[src/rtl/pps_cfg.svh]
// Constants for the second pulse generator and its command receiver.
`ifndef PPS_CFG_SVH
`define PPS_CFG_SVH
`define PPS_CLK_NS       20
`define PPS_MS_NS        1000000
`define PPS_MS_CYCLES    (`PPS_MS_NS / `PPS_CLK_NS)
`define PPS_DEF_WIDTH_MS 16'h0064
`define PPS_MAX_WIDTH_MS 16'h03E7
`define PPS_MIN_WIDTH_MS 16'h0001
`define PPS_MIN_SATS     6'h05
`define PPS_BAUD         9600
`define PPS_BIT_NS       (1000000000 / `PPS_BAUD)
`define PPS_BIT_CYCLES   (`PPS_BIT_NS / `PPS_CLK_NS)
`define PPS_CMD_HDR      8'hA5
`define PPS_DATA_BITS    4'h8
`endif

[src/rtl/pps_pkg.sv]
// Types shared by the second pulse generator and its command receiver.
`default_nettype none
package pps_pkg;
    typedef enum logic [1:0] {RX_IDLE, RX_START, RX_DATA, RX_STOP} rx_state_t;
    typedef enum logic [1:0] {CMD_HDR, CMD_HI, CMD_LO} cmd_state_t;

    typedef struct packed {
        logic [2:0]  sync;
        logic        level;
        rx_state_t   state;
        logic [15:0] cnt;
        logic [3:0]  bits;
        logic [7:0]  shift;
        logic [7:0]  data;
        logic        valid;
    } rx_regs_t;

    typedef struct packed {
        logic        pulse;
        logic [15:0] pre;
        logic [15:0] ms;
        logic [15:0] width;
        cmd_state_t  cmd;
        logic [7:0]  hi;
    } pps_regs_t;
endpackage
`default_nettype wire

[src/rtl/cmd_serial_rx.sv]
// Asynchronous serial byte receiver for the pulse width command input.
`timescale 1ns/10ps
`default_nettype none
`include "pps_cfg.svh"
module cmd_serial_rx
    import pps_pkg::*;
#(
    parameter int BIT_CYCLES = `PPS_BIT_CYCLES
) (
    input  wire logic       mclk_i,
    input  wire logic       rstn_i,
    input  wire logic       rx_i,
    output logic [7:0]      data_o,
    output logic            valid_o
);
    localparam logic [15:0] BIT_LAST  = 16'(BIT_CYCLES - 1);
    localparam logic [15:0] HALF_LAST = 16'(BIT_CYCLES / 2 - 1);

    rx_regs_t r;
    rx_regs_t next_r;

    always_comb begin
        next_r = r;
        next_r.valid = 1'b0;
        next_r.sync = {r.sync[1:0], rx_i};
        // The line level only changes once the last two stages agree.
        if (r.sync[2] == r.sync[1]) begin
            next_r.level = r.sync[2];
        end
        case (r.state)
            RX_IDLE: begin
                next_r.cnt = 16'h0000;
                if (!r.level) begin
                    next_r.state = RX_START;
                end
            end
            RX_START: begin
                next_r.cnt = r.cnt + 16'h0001;
                if (r.cnt == HALF_LAST) begin
                    next_r.cnt = 16'h0000;
                    next_r.bits = 4'h0;
                    // A glitch shorter than half a bit is dropped here.
                    next_r.state = r.level ? RX_IDLE : RX_DATA;
                end
            end
            RX_DATA: begin
                next_r.cnt = r.cnt + 16'h0001;
                if (r.cnt == BIT_LAST) begin
                    next_r.cnt = 16'h0000;
                    next_r.shift = {r.level, r.shift[7:1]};
                    next_r.bits = r.bits + 4'h1;
                    if (r.bits == `PPS_DATA_BITS - 4'h1) begin
                        next_r.state = RX_STOP;
                    end
                end
            end
            default: begin
                next_r.cnt = r.cnt + 16'h0001;
                if (r.cnt == BIT_LAST) begin
                    next_r.state = RX_IDLE;
                    if (r.level) begin
                        next_r.data = r.shift;
                        next_r.valid = 1'b1;
                    end
                end
            end
        endcase
    end

    always_ff @(posedge mclk_i) begin
        if (!rstn_i) begin
            r <= '{sync: 3'h7, level: 1'b1, state: RX_IDLE, cnt: 16'h0000,
                   bits: 4'h0, shift: 8'h00, data: 8'h00, valid: 1'b0};
        end else begin
            r <= next_r;
        end
    end

    assign data_o  = r.data;
    assign valid_o = r.valid;
endmodule
`default_nettype wire

[src/rtl/second_pulse_gen.sv]
// Once-per-second timing pulse generator with serial width command.
`timescale 1ns/10ps
`default_nettype none
`include "pps_cfg.svh"
module second_pulse_gen
    import pps_pkg::*;
#(
    parameter int MS_CYCLES  = `PPS_MS_CYCLES,
    parameter int BIT_CYCLES = `PPS_BIT_CYCLES
) (
    input  wire logic       mclk_i,
    input  wire logic       rstn_i,
    input  wire logic       second_tick_i,
    input  wire logic       fix_3d_i,
    input  wire logic [5:0] sats_used_i,
    input  wire logic       cmd_rx_i,
    output logic            second_pulse_out_o
);
    localparam logic [15:0] MS_LAST = 16'(MS_CYCLES - 1);

    pps_regs_t   s;
    pps_regs_t   next_s;
    logic [7:0]  rx_data;
    logic        rx_valid;
    logic        enabled;
    logic [15:0] req_width;

    cmd_serial_rx #(
        .BIT_CYCLES (BIT_CYCLES)
    ) u_rx (
        .mclk_i  (mclk_i),
        .rstn_i  (rstn_i),
        .rx_i    (cmd_rx_i),
        .data_o  (rx_data),
        .valid_o (rx_valid)
    );

    // The tick is registered once, so the output edge trails the second by a fixed cycle.
    assign enabled   = fix_3d_i && (sats_used_i >= `PPS_MIN_SATS);
    assign req_width = {s.hi, rx_data};

    always_comb begin
        next_s = s;
        // Width command: header byte, then width in ms, high byte first.
        if (rx_valid) begin
            case (s.cmd)
                CMD_HDR: begin
                    if (rx_data == `PPS_CMD_HDR) begin
                        next_s.cmd = CMD_HI;
                    end
                end
                CMD_HI: begin
                    next_s.hi = rx_data;
                    next_s.cmd = CMD_LO;
                end
                default: begin
                    next_s.cmd = CMD_HDR;
                    // Widths of a second or more are clamped so the line drops first.
                    if (req_width > `PPS_MAX_WIDTH_MS) begin
                        next_s.width = `PPS_MAX_WIDTH_MS;
                    end else if (req_width < `PPS_MIN_WIDTH_MS) begin
                        next_s.width = `PPS_MIN_WIDTH_MS;
                    end else begin
                        next_s.width = req_width;
                    end
                end
            endcase
        end
        if (!enabled) begin
            next_s.pulse = 1'b0;
        end else if (second_tick_i) begin
            next_s.pulse = 1'b1;
            next_s.pre = 16'h0000;
            next_s.ms = 16'h0000;
        end else if (s.pulse) begin
            next_s.pre = s.pre + 16'h0001;
            if (s.pre == MS_LAST) begin
                next_s.pre = 16'h0000;
                next_s.ms = s.ms + 16'h0001;
                if (s.ms + 16'h0001 >= s.width) begin
                    next_s.pulse = 1'b0;
                end
            end
        end
    end

    always_ff @(posedge mclk_i) begin
        if (!rstn_i) begin
            s <= '{pulse: 1'b0, pre: 16'h0000, ms: 16'h0000,
                   width: `PPS_DEF_WIDTH_MS, cmd: CMD_HDR, hi: 8'h00};
        end else begin
            s <= next_s;
        end
    end

    assign second_pulse_out_o = s.pulse;
endmodule
`default_nettype wire

[config.mk]
export PLATFORM = sky130hd
export DESIGN_NAME = second_pulse_gen
export DESIGN_NICKNAME = d
export VERILOG_FILES = /design/src/rtl/pps_pkg.sv /design/src/rtl/cmd_serial_rx.sv /design/src/rtl/second_pulse_gen.sv
export VERILOG_INCLUDE_DIRS = /design/src /design/src/rtl
export SDC_FILE = /design/constraint.sdc
export NUM_CORES = 1
export LEC_CHECK = 0
export ABC_AREA = 1
export ABC_CLOCK_PERIOD_IN_PS = 2850
export BUFFER_PORTS_ARGS = -buffer_cell sky130_fd_sc_hd__clkbuf_2
export CAP_MARGIN = 10
export CORE_UTILIZATION = 40
export CTS_CLUSTER_DIAMETER = 120
export CTS_CLUSTER_SIZE = 28
export DETAILED_ROUTE_END_ITERATION = 10
export MAX_ROUTING_LAYER = met4
export PLACE_DENSITY = 0.61
export SYNTH_ARGS = -nofsm -noshare
export SYNTH_HDL_FRONTEND = slang
export SYNTH_SLANG_ARGS = --single-unit
[constraint.sdc]
create_clock -name mclk_i -period 2.85 [get_ports mclk_i]
set_input_delay 0.57 -clock mclk_i [delete_from_list [all_inputs] [get_ports mclk_i]]
set_output_delay 0.57 -clock mclk_i [all_outputs]
set_load 0.05 [all_outputs]
==> impl_metrics.py <==
metrics = {
    "status": {
        "status": "finished clean",
    },
    "die": {
        "start_util_pct": 41.1,
        "placementRows": 41,
        "io_pins": 12,
        "core_sq_um": 12700,
        "die_area_sq_um": 13500,
        "die_h_um": 116,
        "die_x_um": 116,
    },
    "timing": {
        "slew_headroom_pct": 42.7,
        "worst_pin_slew_ns": 0.856,
        "fmax_mhz": 434,
        "final.setup.tns_ns": 0,
        "rsz0062_at_grt": "false",
        "fin_skew_ns": 0.00840,
        "setup_viol": 0,
        "period_share_pct": 80.9,
        "hold_violations": 0,
        "fin_crit_ns": 2.31,
        "slew_violations": 0,
    },
    "detailed_routing": {
        "drt_wl_total_mm": 10.9,
        "postRouteAntennaNets": 0,
        "vias": 4580,
        "dr.pass1.iters": 5,
        "drtIter0Drc": 295,
        "drc_errors": 0,
        "via_per_inst": 5.03,
        "routedWlPerCell_um": 12.0,
    },
    "power": {
        "power_density_nw_per_um2": 485,
        "cellInternalPower_w": 0.00215,
        "p_seq_share_pct": 52.3,
        "power_w": 0.00276,
        "vdd_drop_max_mv": 0.328,
        "switching_share_pct": 22.2,
        "p_leak_nw": 2.20,
        "pwr-share-clk_pct": 43.4,
        "power_switching_w": 0.000613,
        "combPwrFrac_pct": 4.3,
    },
    "setup_path": {
        "slowest_delay_ns": 0.41,
        "cp_slowest_cell": "dfxtp_1",
        "crit_fanout": 5,
        "cp_common_cell": "nand2_1",
        "worstPathCellList": "ha_1 > nand2_1 > nor2_1 > nand2_1 > nor2_2 > xor2_1 > ha_1 > nand2_1 > o21a_1 > nor2_1 > nor2_1 > nand2_1 > a21oi_1",
        "required_ns": 3.13,
        "critical_path_class": "flip-flop to flip-flop",
        "critPathLaunchType": "flip-flop",
        "worstSetupEndpointType": "flip-flop",
        "cp_top_family": "simple AND/OR/NAND/NOR gates",
        "worstPathArrival_ns": 2.58,
        "crit_buf_inv": 0,
    },
    "logic_synthesis": {
        "synth-seq-cells": 102,
        "ys.flop_type": "dfxtp_1",
        "synth-edff-count": 0,
        "netlist_top_cells_count": "nand2_1, dfxtp_1, inv_1",
        "yosysMostFrequentCell": "nand2_1",
        "ys_types": 39,
        "ys_async_sr_fraction_pct": 0,
        "yosysSeqAreaShare_pct": 39.2,
        "synth_cells": 727,
        "netlist_area_sq_um": 5200,
        "synth_nets": 763,
        "yosys.area.top_type_share_pct": 39.2,
        "synthTopCellsByArea": "dfxtp_1, nand2_1, inv_1, nor2_1, a21oi_1",
        "yosys_warnings": 0,
        "syn_area_per_cell_sq_um": 7.16,
        "synth_area_leader_cell": "dfxtp_1",
    },
    "final_layout": {
        "n_antenna_cell": 0,
        "drive_gt1_share_pct": 7.18,
        "final_cell_area_sq_um": 5690,
        "final_core_util_pct": 44.9,
        "syn_to_final_growth_pct": 9.40,
        "final_nets": 770,
    },
    "placement": {
        "dpl.hpwl_mm": 8.04,
        "gp_congestion": 0.839,
        "place_area_sq_um": 5410,
        "portBuffers": 11,
    },
    "grt": {
        "grt_pass1_vias": 4264,
        "grt.total_usage_pct": 18.0,
        "antenna_found_initial": 0,
        "grt_pass1_wl_mm": 18.6,
        "grt_max_degree": 33,
        "grt.overflow.total": 0,
    },
    "clocking": {
        "post_cts_buffers": 0,
        "cts_buffer_depth": 2,
        "clk_pin_slew_ns": 0.07,
        "cts_max_level": 3,
        "cts_tree": "done",
        "numCtsBuffers": 9,
        "cts_hold_repair.buffers": 0,
        "insertion_delay_ns": 0.34,
        "post_cts_resized": 0,
        "cts_sinks": 102,
        "cts_root_buf": "clkbuf_16",
    },
    "job": {
        "maxCapViolCount": 0,
    },
    "worst_hold_path": {
        "hold_path_class": "input pin to flip-flop",
    },
}
-- final timing paths --
kind / from / endpoint / slack (ns) / cells after the start
worst max-delay path: s[26]$_SDFFE_PN0P_ / second_pulse_out_o$_SDFF_PN0_ / 0.54 / 13
worst min-delay path: cmd_rx_i / u_rx.next_r[41]$_SDFF_PN1_ / 0.42 / 2
worst max register to register: s[26]$_SDFFE_PN0P_ / second_pulse_out_o$_SDFF_PN0_ / 0.54 / 13
worst min register to register: u_rx.next_r[41]$_SDFF_PN1_ / u_rx.next_r[42]$_SDFF_PN1_ / 0.42 / 1
-- stage by stage --
step                      hold slack (ns)  instances  worst slack [ns]
after floorplan                     0.393        727             0.851
after global placement              0.400        895             0.672
after detailed placement            0.405        895             0.579
after CTS                           0.399        910             0.550
after global routing                0.400        910             0.266
final                               0.415        910             0.545
-- power groups by stage --
stage	Clock [W]	Combinational, W	Sequential, W
global placement	0	0.000116	0.00148
CTS	0.00125	0.000119	0.00144
global route	0.00129	0.000136	0.00144
finish	0.00120	0.000118	0.00144
floorplan	0	0.0000876	0.00148
detailed placement	0	0.000118	0.00148
-- flip-flops by register name, summed over array words and instances (netlist names) --
| register | flops |
|---|---|
| second_pulse_out_o | 1 |
| req_width | 8 |
| s | 50 |
| u_rx.valid_o | 1 |
| u_rx.next_r | 2 |
| u_rx.r | 32 |
| u_rx.data_o | 8 |
-- layout make-up --
class                   instances  area (sq um)
clock buffers                   9           225
fillers                      1316          6980
flip-flops and latches        102          2040
repair buffers                 14          77.6
clock inverters                 6          61.3
well taps                     172           215
inverters                     100           375
multi-input cells             507          2700
-- metal layers --
layer | part of all wire (%) | routed length, um | GRT usage, %
met1 | 47 | 5090 | 21.0
met2 | 47 | 5140 | 29.7
met3 | 4.5 | 496 | 4.81
met4 | 1.8 | 195 | 6.58
met5 | 0 | 0 | -
-- logic make-up after synthesis --
kind of cell	share of synthesized area, %
buffers and inverters	8.95
DFF	39.2
xor gates and xnor gates	4.71
AOI/OAI and AO/OA	11.7
adders and majority gates	6.01
and+or+nand+nor	29.4
-- placed cells by master (no fill, tap or decap), types with 2 or more instances in the layout --
cell       netlist  layout
nand4_1         23      23
nor2_2           2       2
clkbuf_2         0      11
nor3_2           2       2
nand2_2          4       4
a21oi_1         66      66
nor4_1           4       4
xnor2_1          7       7
dfxtp_1        102     102
clkbuf_16        0       9
nor2_1          89      89
buf_4            1       3
nand3_1         35      35
ha_1            25      25
or2_2            4       4
inv_2            2       2
nor2_4           4       4
xor2_1          21      21
inv_1           97      97
nand2_1        139     139
clkinv_2         0       3
o21ai_0         40      40
nor3_1          27      27
Power figures use the tool's default switching activity.
